==> config.mk <==
export PLATFORM = sky130hd
export DESIGN_NAME = acss_top
export DESIGN_NICKNAME = d
export VERILOG_FILES = /design/src/acss_pkg.sv /design/src/acss_top.sv /design/src/acss_clk_switch.sv
export SDC_FILE = /design/constraint.sdc
export NUM_CORES = 1
export LEC_CHECK = 0
export BUFFER_PORTS_ARGS = -buffer_cell sky130_fd_sc_hd__clkbuf_2
export CAP_MARGIN = 20
export CORE_MARGIN = 2
export CORE_UTILIZATION = 30
export DETAILED_ROUTE_END_ITERATION = 10
export PLACE_DENSITY = 0.59
export SETUP_SLACK_MARGIN = 0.1
export SLEW_MARGIN = 20
export SYNTH_ARGS = -nofsm -noshare
export SYNTH_HDL_FRONTEND = slang
export SYNTH_HIERARCHICAL = 1
export SYNTH_SLANG_ARGS = --single-unit
==> constraint.sdc <==
create_clock -name ref_clk_in -period 4.95 [get_ports ref_clk_in]
set_input_delay 0.2475 -clock ref_clk_in [delete_from_list [all_inputs] [get_ports ref_clk_in]]
set_output_delay 0.2475 -clock ref_clk_in [all_outputs]
set_load 0.1 [all_outputs]
==> src/acss_pkg.sv <==
/*
 * constants, codes and carriers for the audio clock source select block.
 * assumes a 200 MHz reference clock and a classic wishbone register bus.
 */
// Behaviour
// - select internal crystal or recovered optical clock
// - slave without lock falls back to crystal
// - optical input watched continuously in optical mode
// - valid input moves to recovered clock; report reference
// - report no lock, lock or sync
// - coarse input rate as nearest standard rate
// - optical out multichannel or spdif, exclusive
// - spdif channel status always consumer
// - receiver format detected without configuration
// - register writes take effect immediately
// - record eq from inputs, or output when loopback
// - failed programming boots backup image next power-up
// - 88.2/96 kHz: two-wire multiplexing, 4 channels
package acss_pkg;
    // ----------------------------------------------------------------
    // register map
    // ----------------------------------------------------------------
    localparam int unsigned ADR_W        = 8;
    localparam logic [7:0]  REG_CTRL     = 8'h00;
    localparam logic [7:0]  REG_INSTAT   = 8'h04;
    localparam logic [7:0]  REG_IRQ_STAT = 8'h08;
    localparam logic [7:0]  REG_IRQ_MASK = 8'h0c;

    // control word, low byte of REG_CTRL
    typedef struct packed {
        logic [2:0] rate;      // configured sample rate code
        logic       loopback;  // output channel loopback active
        logic       eq_rec;    // eq in record path
        logic       tx_spdif;  // optical out sends spdif
        logic       src_opt;   // clock source optical (slave)
    } acss_ctrl_s;
    localparam int unsigned CTRL_W = 7;

    // input status word, REG_INSTAT
    typedef struct packed {
        logic       fw_fail;     // programming failure seen
        logic       boot_backup; // running from backup image
        logic [2:0] rate;        // measured rate code
        logic [1:0] refc;        // reference in use
        logic [1:0] state;       // no lock / lock / sync
    } acss_instat_s;
    localparam int unsigned INSTAT_W = 9;

    // rate codes
    localparam logic [2:0] RATE_NONE = 3'h0;
    localparam logic [2:0] RATE_32K  = 3'h1;
    localparam logic [2:0] RATE_44K1 = 3'h2;
    localparam logic [2:0] RATE_48K  = 3'h3;
    localparam logic [2:0] RATE_64K  = 3'h4;
    localparam logic [2:0] RATE_88K2 = 3'h5;
    localparam logic [2:0] RATE_96K  = 3'h6;
    localparam logic [2:0] RATE_HIGH = 3'h7;

    // input state, reference and eq codes
    localparam logic [1:0] IN_NOLOCK = 2'h0;
    localparam logic [1:0] IN_LOCK   = 2'h1;
    localparam logic [1:0] IN_SYNC   = 2'h2;
    localparam logic [1:0] REF_INT   = 2'h0;
    localparam logic [1:0] REF_MC    = 2'h1;
    localparam logic [1:0] REF_SPDIF = 2'h2;
    localparam logic [1:0] EQ_OFF    = 2'h0;
    localparam logic [1:0] EQ_INPUT  = 2'h1;
    localparam logic [1:0] EQ_OUTPUT = 2'h2;

    // interrupt bits
    localparam int unsigned IRQ_W        = 5;
    localparam int unsigned IRQ_LOCK_UP  = 0;
    localparam int unsigned IRQ_LOCK_DN  = 1;
    localparam int unsigned IRQ_SRC_CHG  = 2;
    localparam int unsigned IRQ_RATE_CHG = 3;
    localparam int unsigned IRQ_FW_FAIL  = 4;

    // multichannel port channel counts
    localparam logic [3:0] CHAN_FULL = 4'h8;
    localparam logic [3:0] CHAN_MUX  = 4'h4;

    // ----------------------------------------------------------------
    // timing
    // ----------------------------------------------------------------
    localparam longint REF_HZ      = 200_000_000;
    localparam longint GATE_US     = 1000;   // rate measuring window
    localparam longint GATE_CYC    = GATE_US * REF_HZ / 1_000_000;
    localparam longint ACT_TMO_NS  = 1000;   // link edge timeout
    localparam int unsigned ACT_TMO_CYC = int'(ACT_TMO_NS * REF_HZ / 1_000_000_000);
    localparam int unsigned INT_HALF = 4;    // crystal stand-in half period
    // decision points between standard rates, in Hz
    localparam longint MID_NONE  = 20_000;
    localparam longint MID_32_44 = 38_000;
    localparam longint MID_44_48 = 46_000;
    localparam longint MID_48_64 = 56_000;
    localparam longint MID_64_88 = 76_000;
    localparam longint MID_88_96 = 92_000;
    localparam longint MID_96_HI = 144_000;
endpackage : acss_pkg

==> src/acss_top.sv <==
/*
 * clock source select and optical input supervision, wishbone slave.
 * assumes the optical receiver gives lock and format levels and its
 * recovered clock as pins, all asynchronous to ref_clk_in.
 */
// Decided for this implementation: the address map and register access over Wishbone.
`timescale 1ns/1ps
`default_nettype none
module acss_top
    import acss_pkg::*;
#(
    parameter longint GATE_CYCLES = GATE_CYC, // rate window in cycles
    parameter int     LINK_PER_FS = 256       // link clocks per sample
) (
    input  wire logic        ref_clk_in,          // 200 MHz clock
    input  wire logic        rst_in,              // sync reset, high
    input  wire logic        wb_cyc_in,           // wishbone cycle
    input  wire logic        wb_stb_in,           // wishbone strobe
    input  wire logic        wb_we_in,            // write enable
    input  wire logic [7:0]  wb_adr_in,           // byte address
    input  wire logic [31:0] wb_dat_in,           // write data
    input  wire logic [3:0]  wb_sel_in,           // byte lanes
    output logic [31:0]      wb_dat_out,          // read data
    output logic             wb_ack_out,          // acknowledge
    output logic             irq_out,             // level interrupt
    input  wire logic        opt_clk_in,          // recovered link clock
    input  wire logic        opt_lock_in,         // receiver lock
    input  wire logic        opt_fmt_mc_in,       // 1 multichannel frame
    input  wire logic        fw_prog_fail_in,     // programming failed
    input  wire logic        nv_backup_in,        // stored boot choice
    output logic             work_clk_out,        // working clock level
    output logic             tx_spdif_out,        // transmitter spdif
    output logic             tx_mc_connect_out,   // multichannel stream on
    output logic             tx_cs_pro_out,       // channel status pro
    output logic [1:0]       eq_src_out,          // record eq source
    output logic             two_wire_sample_multiplexing_out, // mux on
    output logic [3:0]       mc_chan_out,         // multichannel count
    output logic             boot_backup_req_out, // boot backup next
    output logic             boot_image_backup_out // running backup
);
    // ----------------------------------------------------------------
    // pin synchronisers
    // ----------------------------------------------------------------
    logic [2:0] sync1;
    logic [2:0] sync2;
    logic       lclk_d;
    // first stage read only by the second
    always_ff @(posedge ref_clk_in) begin
        if (rst_in) begin
            sync1  <= 3'h0;
            sync2  <= 3'h0;
            lclk_d <= 1'b0;
        end else begin
            sync1  <= {opt_fmt_mc_in, opt_lock_in, opt_clk_in};
            sync2  <= sync1;
            lclk_d <= sync2[0];
        end
    end
    logic lclk;
    logic lock_s;
    logic fmt_mc;
    logic lrise;
    assign lclk   = sync2[0];
    assign lock_s = sync2[1];
    assign fmt_mc = sync2[2];
    assign lrise  = lclk & ~lclk_d;

    // ----------------------------------------------------------------
    // input monitor: activity and coarse rate
    // ----------------------------------------------------------------
    function automatic logic [23:0] thr(input longint hz);
        thr = 24'(hz * LINK_PER_FS * GATE_CYCLES / REF_HZ);
    endfunction
    localparam logic [23:0] GATE_LAST = 24'(GATE_CYCLES - 1);
    localparam logic [9:0]  TMO_LAST  = 10'(ACT_TMO_CYC);

    logic [23:0] gate_cnt, next_gate_cnt;
    logic [23:0] edge_cnt, next_edge_cnt;
    logic [9:0]  idle_cnt, next_idle_cnt;
    logic [2:0]  rate, next_rate;
    logic        valid;

    // runs whatever clock is used
    // the monitor never stops, so a returning signal is seen at once
    always_comb begin
        next_gate_cnt = gate_cnt + 24'h1;
        next_edge_cnt = edge_cnt + {23'h0, lrise};
        next_idle_cnt = lrise ? 10'h0 : idle_cnt;
        next_rate     = rate;
        if (!lrise && idle_cnt != TMO_LAST) begin
            next_idle_cnt = idle_cnt + 10'h1;
        end
        if (gate_cnt == GATE_LAST) begin
            next_gate_cnt = 24'h0;
            next_edge_cnt = 24'h0;
            if      (edge_cnt < thr(MID_NONE))  next_rate = RATE_NONE;
            else if (edge_cnt < thr(MID_32_44)) next_rate = RATE_32K;
            else if (edge_cnt < thr(MID_44_48)) next_rate = RATE_44K1;
            else if (edge_cnt < thr(MID_48_64)) next_rate = RATE_48K;
            else if (edge_cnt < thr(MID_64_88)) next_rate = RATE_64K;
            else if (edge_cnt < thr(MID_88_96)) next_rate = RATE_88K2;
            else if (edge_cnt < thr(MID_96_HI)) next_rate = RATE_96K;
            else                                next_rate = RATE_HIGH;
        end
    end

    always_ff @(posedge ref_clk_in) begin
        if (rst_in) begin
            gate_cnt <= 24'h0;
            edge_cnt <= 24'h0;
            idle_cnt <= 10'h0;
            rate     <= RATE_NONE;
        end else begin
            gate_cnt <= next_gate_cnt;
            edge_cnt <= next_edge_cnt;
            idle_cnt <= next_idle_cnt;
            rate     <= next_rate;
        end
    end
    // valid needs receiver lock and a clock that still toggles
    assign valid = lock_s && idle_cnt != TMO_LAST;

    // ----------------------------------------------------------------
    // clock source state machine
    // ----------------------------------------------------------------
    typedef enum logic {ST_INT, ST_EXT} acss_src_e;
    acss_src_e  st, next_st;
    acss_ctrl_s ctrl;

    always_comb begin
        next_st = st;
        unique case (st)
            ST_INT: begin
                if (ctrl.src_opt && valid) begin
                    next_st = ST_EXT;
                end
            end
            ST_EXT: begin
                if (!ctrl.src_opt || !valid) begin
                    next_st = ST_INT;
                end
            end
        endcase
    end

    always_ff @(posedge ref_clk_in) begin
        if (rst_in) begin
            st <= ST_INT;
        end else begin
            st <= next_st;
        end
    end

    // ----------------------------------------------------------------
    // working clock
    // ----------------------------------------------------------------
    logic [2:0] div_cnt, next_div_cnt;
    logic       xtal, next_xtal;
    // crystal stand-in divided from the reference clock
    always_comb begin
        next_div_cnt = div_cnt + 3'h1;
        next_xtal    = xtal;
        if (div_cnt == 3'(INT_HALF - 1)) begin
            next_div_cnt = 3'h0;
            next_xtal    = ~xtal;
        end
    end
    always_ff @(posedge ref_clk_in) begin
        if (rst_in) begin
            div_cnt <= 3'h0;
            xtal    <= 1'b0;
        end else begin
            div_cnt <= next_div_cnt;
            xtal    <= next_xtal;
        end
    end

    acss_clk_switch u_switch (
        .ref_clk_in (ref_clk_in),
        .rst_in     (rst_in),
        .sel_in     (st == ST_EXT),
        .a_in       (xtal),
        .b_in       (lclk),
        .clk_out    (work_clk_out),
        .cur_out    ()
    );

    // ----------------------------------------------------------------
    // status, outputs and events
    // ----------------------------------------------------------------
    acss_instat_s instat, next_instat;
    logic         fw_fail, next_fw_fail;
    logic         boot_taken;
    logic         valid_d;
    logic [IRQ_W-1:0] ev;

    always_comb begin
        next_fw_fail = fw_fail | fw_prog_fail_in;
        next_instat.state = !valid ? IN_NOLOCK :
                            (st == ST_EXT) ? IN_SYNC : IN_LOCK;
        next_instat.refc  = (st == ST_INT) ? REF_INT :
                            fmt_mc ? REF_MC : REF_SPDIF;
        next_instat.rate        = rate;
        next_instat.boot_backup = instat.boot_backup;
        next_instat.fw_fail     = next_fw_fail;
        ev = '0;
        ev[IRQ_LOCK_UP]  = valid & ~valid_d;
        ev[IRQ_LOCK_DN]  = ~valid & valid_d;
        ev[IRQ_SRC_CHG]  = next_st != st;
        ev[IRQ_RATE_CHG] = next_rate != rate;
        ev[IRQ_FW_FAIL]  = fw_prog_fail_in;
    end

    always_ff @(posedge ref_clk_in) begin
        if (rst_in) begin
            instat     <= '0;
            fw_fail    <= 1'b0;
            valid_d    <= 1'b0;
            boot_taken <= 1'b0;
        end else begin
            instat  <= next_instat;
            fw_fail <= next_fw_fail;
            valid_d <= valid;
            if (!boot_taken) begin
                instat.boot_backup <= nv_backup_in;
                boot_taken         <= 1'b1;
            end
        end
    end

    assign boot_backup_req_out   = fw_fail;
    assign boot_image_backup_out = instat.boot_backup;

    // configuration outputs follow the control word one cycle later; channel status pro held low
    always_ff @(posedge ref_clk_in) begin
        if (rst_in) begin
            tx_spdif_out      <= 1'b0;
            tx_mc_connect_out <= 1'b1;
            tx_cs_pro_out     <= 1'b0;
            eq_src_out        <= EQ_OFF;
            two_wire_sample_multiplexing_out <= 1'b0;
            mc_chan_out       <= CHAN_FULL;
        end else begin
            tx_spdif_out      <= ctrl.tx_spdif;
            tx_mc_connect_out <= ~ctrl.tx_spdif;
            tx_cs_pro_out     <= 1'b0;
            eq_src_out <= !ctrl.eq_rec ? EQ_OFF :
                          ctrl.loopback ? EQ_OUTPUT : EQ_INPUT;
            if (ctrl.rate == RATE_88K2 || ctrl.rate == RATE_96K) begin
                two_wire_sample_multiplexing_out <= 1'b1;
                mc_chan_out <= CHAN_MUX;
            end else begin
                two_wire_sample_multiplexing_out <= 1'b0;
                mc_chan_out <= CHAN_FULL;
            end
        end
    end

    // ----------------------------------------------------------------
    // wishbone slave and interrupt registers
    // ----------------------------------------------------------------
    logic             take, wr, rd;
    logic             next_ack;
    logic [31:0]      next_dat;
    acss_ctrl_s       next_ctrl;
    logic [IRQ_W-1:0] irq_stat, next_irq_stat;
    logic [IRQ_W-1:0] irq_mask, next_irq_mask;

    // the request is acted on at the edge where ack is seen high
    assign take = wb_cyc_in & wb_stb_in & wb_ack_out;
    assign wr   = take & wb_we_in & wb_sel_in[0];
    assign rd   = take & ~wb_we_in;

    always_comb begin
        next_ack      = wb_cyc_in & wb_stb_in & ~wb_ack_out;
        next_ctrl     = ctrl;
        next_irq_mask = irq_mask;
        next_dat      = 32'h0;
        if (wr && wb_adr_in == REG_CTRL) begin
            next_ctrl = wb_dat_in[CTRL_W-1:0];
        end
        if (wr && wb_adr_in == REG_IRQ_MASK) begin
            next_irq_mask = wb_dat_in[IRQ_W-1:0];
        end
        // read-clear, but a new event in the same cycle survives
        next_irq_stat = ((rd && wb_adr_in == REG_IRQ_STAT) ? '0 : irq_stat) | ev;
        if (next_ack && !wb_we_in) begin
            unique case (wb_adr_in)
                REG_CTRL:     next_dat = {25'h0, ctrl};
                REG_INSTAT:   next_dat = {23'h0, instat};
                // include this cycle's events, or the clear at the ack edge would drop them unseen
                REG_IRQ_STAT: next_dat = {27'h0, irq_stat | ev};
                REG_IRQ_MASK: next_dat = {27'h0, irq_mask};
                default:      next_dat = 32'h0; // unmapped reads zero
            endcase
        end
    end

    always_ff @(posedge ref_clk_in) begin
        if (rst_in) begin
            wb_ack_out <= 1'b0;
            wb_dat_out <= 32'h0;
            ctrl       <= '0;
            irq_stat   <= '0;
            irq_mask   <= '0;
            irq_out    <= 1'b0;
        end else begin
            wb_ack_out <= next_ack;
            wb_dat_out <= next_dat;
            ctrl       <= next_ctrl;
            irq_stat   <= next_irq_stat;
            irq_mask   <= next_irq_mask;
            irq_out    <= |(next_irq_stat & next_irq_mask);
        end
    end
endmodule : acss_top
`default_nettype wire

==> src/acss_clk_switch.sv <==
/*
 * glitch-free selection between two clock levels sampled on ref_clk_in.
 * assumes both sources stay high for at least two reference cycles.
 */
`timescale 1ns/1ps
`default_nettype none
module acss_clk_switch
    import acss_pkg::*;
(
    input  wire logic ref_clk_in, // reference clock
    input  wire logic rst_in,     // sync reset, high
    input  wire logic sel_in,     // 1 selects source b
    input  wire logic a_in,       // source a level
    input  wire logic b_in,       // source b level
    output logic      clk_out,    // switched clock level
    output logic      cur_out     // source now passed
);
    logic cur;
    logic next_cur;
    logic next_clk;

    // ----------------------------------------------------------------
    // switch point
    // ----------------------------------------------------------------
    // only hand over low
    // changing while output and new source are both low keeps every
    // high phase whole; a low phase may stretch, never shorten a high
    always_comb begin
        next_cur = cur;
        if (sel_in != cur && !clk_out && !(sel_in ? b_in : a_in)) begin
            next_cur = sel_in;
        end
        next_clk = next_cur ? b_in : a_in;
    end

    always_ff @(posedge ref_clk_in) begin
        if (rst_in) begin
            cur     <= 1'b0;
            clk_out <= 1'b0;
        end else begin
            cur     <= next_cur;
            clk_out <= next_clk;
        end
    end

    assign cur_out = cur;
endmodule : acss_clk_switch
`default_nettype wire

# After elaboration in Yosys (flattened, before gate mapping)
# Cells that the tools add are included.
dict set report totals {
  register_bits 146
  elab_cells 130
  inputBits 54
}
dict set report op_classes {
  magnitude_cmp 7
  addsub 4
  n_eq_ne 11
  n_bitwise 23
  mux 25
  reduce_logical 26
}
# cell n
set op_table {}
lappend op_table {{$lt A24 B14 Y1 const B} 3}
lappend op_table {{$lt A24 B15 Y1 const B} 2}
lappend op_table {{$pmux W9 S4} 1}
lappend op_table {{$add A24 B1 Y24} 1}
lappend op_table {{$add A24 B1 Y24 const B} 1}
lappend op_table {{$eq A24 B18 Y1 const B} 1}
lappend op_table {{$lt A24 B13 Y1 const B} 1}
lappend op_table {{$lt A24 B16 Y1 const B} 1}
lappend op_table {{$mux W10} 2}
lappend op_table {{$eq A8 B4 Y1 const B} 2}
lappend op_table {{$mux W3} 5}
lappend op_table {{$reduce_or A2 Y1} 6}
lappend op_table {{$add A10 B1 Y10 const B} 1}
lappend op_table {{$mux W2} 5}
lappend op_table {{$mux W5} 2}
lappend op_table {{$ne A10 B8 Y1 const B} 1}
lappend op_table {{$not A1 Y1} 10}
lappend op_table {{$or A5 B5 Y5} 2}
lappend op_table {{$and A1 B1 Y1} 9}
lappend op_table {{$logic_and A1 B1 Y1} 9}
lappend op_table {{$eq A8 B3 Y1 const B} 1}
lappend op_table {{$logic_not A8 Y1} 1}
lappend op_table {{$mux W1} 8}
lappend op_table {{$eq A3 B3 Y1 const B} 2}
lappend op_table {{other kinds (12)} 19}

# Logic depth before layout (Yosys ltp)
dict set report depth {
  depth_word 13
  depth_mapped 10
}

# Cells and area by module
# The synthesis kept the hierarchy.
# mod area_each_um2 n_inst seq_area_each_um2 cells_per_inst
set modules_own_cells {}
lappend modules_own_cells {acss_top 5193.7 1 2362.3 570}
lappend modules_own_cells {acss_clk_switch 97.6 1 40.0 11}

# Worst setup path after synthesis
# No wires, ideal clock.
dict set report synth_timing {
  path_kind {register -> register}
  startpoint {reg wb_ack_out}
  endpoint {reg irq_out}
  n_path_buf 0
  path_stages_with_launch 7
  setup_ps 129
  slack_ps 2688
  t_arrival_ps 2133
  cell_sequence {dfxtp_1 -> and4_1 -> nand4_1 -> mux2i_1 -> o22ai_1 -> o21ai_0 -> o211ai_1}
}
dict set report synth_via {
  elab_chain_cells 7
  elab_cells_between_ends 11
  cone_classes {mux: 2; bitwise: 6; reduce/logical: 3}
}
# element line_no
set synth_lines {}
lappend synth_lines {{from (decl)} acss_top.sv:24} ;# output logic wb_ack_out,
lappend synth_lines {{from (signal assigned)} acss_top.sv:308} ;# wb_ack_out <= next_ack;
lappend synth_lines {{$and A1 B1 Y1 (*)} acss_top.sv:270} ;# assign take = wb_cyc_in & wb_stb_in & wb_ack_out;
lappend synth_lines {{$and A1 B1 Y1 (on tied branches)} {acss_top.sv:272, acss_top.sv:271}}
lappend synth_lines {{$logic_and A1 B1 Y1 or $and A1 B1 Y1 (tied branches)} {acss_top.sv:286, acss_top.sv:271}}
lappend synth_lines {{$mux W5 or $logic_and A1 B1 Y1 (tied branches)} {acss_top.sv:286, acss_top.sv:282}}
lappend synth_lines {{$or A5 B5 Y5 or $mux W5 (tied branches)} {acss_top.sv:286, acss_top.sv:282}}
lappend synth_lines {{$and A5 B5 Y5 (*)} acss_top.sv:313} ;# irq_out <= |(next_irq_stat & next_irq_mask);
lappend synth_lines {{$reduce_or A5 Y1 (*)} acss_top.sv:313}
lappend synth_lines {{to (signal assigned)} acss_top.sv:313}
lappend synth_lines {{to (decl)} acss_top.sv:25} ;# output logic irq_out,
# Mark *: on every way between the ends. The rest lies on a longest branch, timed or not.
# A chain may end at the register's enable or synchronous reset.

# Worst setup path in the final report
dict set report layout_timing {
  startpoint {reg gate_cnt[0]}
  endpoint {reg gate_cnt[4]}
}
dict set report layout_via {
  elab_chain_cells 2
  elab_cells_between_ends 3
  cone_classes {add/sub: 1; eq/ne: 1; reduce/logical: 1}
}
# element line_no
set layout_lines {}
lappend layout_lines {{from (decl)} acss_top.sv:77} ;# logic [23:0] gate_cnt, next_gate_cnt;
lappend layout_lines {{from (signal assigned)} acss_top.sv:114} ;# gate_cnt <= next_gate_cnt;
lappend layout_lines {{parallel branches: the longest is 2 deep, another holds $add A24 B1 Y24} --}
# Parallel ways; which one is timed is not known.

==> flow_summary_export.csv <==
group,metric,value,unit
final_layout,nets,690,
detailed_routing,vias_per_cell,4.53,
sta,slew_violations,0,
synth,ys_ff_latch,120,
worst_setup_path,crit_type,"reg2reg",
global_route,antenna_found_initial,0,
global_route,grt_max_degree,49,
synth,ys_types,66,
synth,syn_inst,581,
global_route,grt_pass1_wl,16600,microns
floorplanning,io_pins,101,
final_layout,layout.cells.non_filler,865,
clock_network,cts_resized,0,
placement,place_congestion,0.736,
sta,setup_viol,0,
sta,timing.final.crit_share,46.9,%
power_and_ir_drop,ir_drop,0.348,mV
power_and_ir_drop,combPwrFrac,7.1,%
synth,async_reset_ff_share,0,%
power_and_ir_drop,p_leak,2.43,nW
sta,rsz0062_at_grt,"no",
synth,synthTopCellsByArea,"dfxtp_1 (45%), nor2_1 (7.0%), xor2_1 (4.3%)",
sta,maxSlewHeadroom,48.1,%
detailed_routing,drtPass1Iterations,4,
detailed_routing,vias,3915,
floorplanning,die-area,0.0187,sq mm
clock_network,clk_pin_slew,0.06,ns
clock_network,clockBufferDepth,2,
sta,fin_crit,2.32,ns
final_layout,nFillCells,1769,
flow_run,drv_cap,0,
final_layout,layout-drive-gt1-share,15.3,%
sta,hold_viol,0,
synth,synth_area_per_cell,9.11,sq um
sta,finClkSkew,0.0119,ns
floorplanning,rows,48,
floorplanning,core-area,0.0173,sq mm
worst_setup_path,critical_path_arrival,2.60,ns
global_route,grt_pass1_vias,3717,
synth,synth.top_cell.area_share,45.4,%
clock_network,hold_buffers,0,
floorplanning,start_util,30.6,%
placement,hpwl,6590,microns
global_route,grt_use_total,11.1,%
worst_setup_path,path_buf_inv,1,
sta,tns,0,ns
detailed_routing,ant_nets,0,
worst_setup_path,startpoint_type,"flip-flop",
clock_network,cts_root_buf,"clkbuf_16",
final_layout,syn_to_final_growth,16.9,%
worst_hold_path,min_path_type,"in2reg",
placement,portBuffers,46,
power_and_ir_drop,switching_share,25.2,%
synth,synth-edff-count,0,
sta,finalHoldWorstSlack,0.0475,ns
sta,max_slew.worst_pin.slew,0.775,ns
worst_setup_path,critPathCaptureType,"flip-flop",
clock_network,cts_tree,"yes",
power_and_ir_drop,seqPwrFrac,42.3,%
synth,syn_area,0.00529,sq mm
sta,fmax,0.431,GHz
clock_network,post_cts_buffers,0,
synth,yosysTopAreaCell,"dfxtp_1",
clock_network,cts_sinks,120,
placement,placed_cells,833,
detailed_routing,routedWlPerCell,11.2,microns
worst_setup_path,critical_path.slowest_cell,"nor3_4",
global_route,grt_overflow,0,
final_layout,seq_area,0.00240,sq mm
floorplanning,die_x,137,microns
final_layout,antennaDiodeCount,0,
power_and_ir_drop,clockPowerShare,50.6,%
worst_setup_path,slowest_delay,0.46,ns
synth,yosys_warnings,6,
detailed_routing,drtIter0Drc,206,
worst_setup_path,crit_chain,"ha_1, and4_1, nand2_1, nor3_4, or2_1, buf_4, nor2_1",
clock_network,h-tree-depth,4,
clock_network,numCtsBuffers,17,
worst_setup_path,critical_path.max_fanout,48,
synth,synth_seq_area_share,45.4,%
clock_network,clkLatencyLatePin,0.41,ns
detailed_routing,drc,0,
worst_setup_path,critPathTopFamily,"simple AND/OR/NAND/NOR gates",
power_and_ir_drop,p_int,1.75,mW
power_and_ir_drop,p_per_area,379,mW/mm^2
detailed_routing,wirelength,9700,microns
worst_setup_path,worstPathRequired,5.23,ns
status,outcome,"complete, no violations",
floorplanning,die_h,137,microns
synth,synth_flop_cell,"dfxtp_1",
power_and_ir_drop,p_sw,0.591,mW
final_layout,multi_input_area,0.00261,sq mm
## per-stage QoR
| stage | utilization [%] | power (mW) | worst slack (ns) | area [sq um] |
|---|---|---|---|---|
| floorplan | - | 1.17 | 2.69 | 5390 |
| global placement | 32.4 | 1.18 | 2.61 | 5610 |
| detailed placement | 32.4 | 1.18 | 2.61 | 5610 |
| CTS | 35.8 | 2.38 | 2.59 | 6190 |
| global route | 35.8 | 2.44 | 2.37 | 6190 |
| finish | 35.8 | 2.34 | 2.63 | 6190 |
## state kept, by name (all words and copies together), names as in the netlist, 2 cells and up
signal	count
rate	3
gate_cnt	24
eq_src_out	2
idle_cnt	10
instat	7
sync1	3
sync2	3
irq_mask	5
edge_cnt	24
ctrl	7
div_cnt	3
wb_dat_out	9
irq_stat	5
mc_chan_out	2
## cells in the mapped netlist, types with 2 or more instances
cell type    n
a21o_1       2
and3b_1      2
a21oi_2      3
mux4_2       2
and2_1       2
a22oi_1      2
or2_1        2
nand2_1     23
o21bai_1     2
and4_1       3
mux2i_1     17
nor3b_1      4
a21boi_0     2
or4_4        2
nand2b_1     4
buf_2        6
nor3_2       2
o22ai_1      2
nand4_1     14
and3_1      17
nor2b_1     18
xor2_1      26
inv_1       19
dfxtp_1    120
ha_1         9
o31ai_1      2
a311oi_1     3
nand3_1     24
and4b_1      2
nand4b_1     2
nor4_1       6
a21oi_1     14
clkbuf_1     9
a211oi_1     6
nor2_1      99
buf_6        3
or3_1        8
buf_4       27
o21ai_0     14
nor3_1      10
xnor2_1     22
## final cells by class
cell class | count | share of cell area, %
multi-input cells | 421 | 42.1
flip-flops and latches | 120 | 38.8
clock buffers | 18 | 6.94
well taps | 225 | 4.55
repair buffers | 48 | 3.96
clock inverters | 14 | 2.43
inverters | 19 | 1.15
## path summary, 6_finish.rpt
path	from	endpoint	slack, ns	depth (start not counted)
worst max-delay path	gate_cnt[0]$_SDFF_PP0_	gate_cnt[4]$_SDFF_PP0_	2.63	7
worst max register to register	gate_cnt[0]$_SDFF_PP0_	gate_cnt[4]$_SDFF_PP0_	2.63	7
worst min-delay path	opt_fmt_mc_in	sync1[2]$_SDFF_PP0_	0.05	2
worst min register to register	sync2[2]$_SDFF_PP0_	instat[3]$_SDFF_PP0_	0.42	1
## layer usage
layer / vias up / part of all wire, % / track usage [%]
met5: - / 0 / 0
met4: 0 / 0.57 / 3.89
met3: 4 / 4.5 / 4.07
met2: 71 / 47 / 18.1
met1: 1792 / 48 / 13.5
li1: 2048 / - / -
## power groups by stage
stage / clock network [mW] / logic, mW / registers (mW)
6_report: 1.19 / 0.166 / 0.991
5_1_grt: 1.27 / 0.177 / 0.993
3_5_place_dp: 0 / 0.166 / 1.01
2_1_floorplan: 0 / 0.149 / 1.02
4_1_cts: 1.22 / 0.167 / 0.991
3_3_place_gp: 0 / 0.166 / 1.01
## cell families (layout without fill, tap and decap cells)
group / count (synthesis) / after routing / synth area share (%)
compound gates: 65 / 65 / 8.18
xor+xnor: 48 / 48 / 7.95
fa+ha+maj: 9 / 9 / 2.13
buf+inv: 65 / 99 / 7.09
flops: 120 / 120 / 45.4
mux: 20 / 20 / 4.28
other cells: 1 / 26 / 0.0709
simple gates: 253 / 253 / 24.9
## layout by cell type (no fill, tap or decap), types with 4 or more instances in the layout
master / synthesis / final
nor4_1: 6 / 6
mux2i_1: 17 / 17
nand2b_1: 4 / 4
xnor2_1: 22 / 22
nand3_1: 24 / 24
clkbuf_16: 0 / 17
or3_1: 8 / 8
clkbuf_2: 0 / 46
dfxtp_1: 120 / 120
nor2_1: 99 / 99
nor3_1: 10 / 10
a211oi_1: 6 / 6
xor2_1: 26 / 26
and3_1: 17 / 17
conb_1: 1 / 26
nand4_1: 14 / 14
nor3b_1: 4 / 4
inv_1: 19 / 19
o21ai_0: 14 / 14
a21oi_1: 14 / 14
ha_1: 9 / 9
nor2b_1: 18 / 18
nand2_1: 23 / 23
Note: power is estimated with default switching activity, not from simulation.
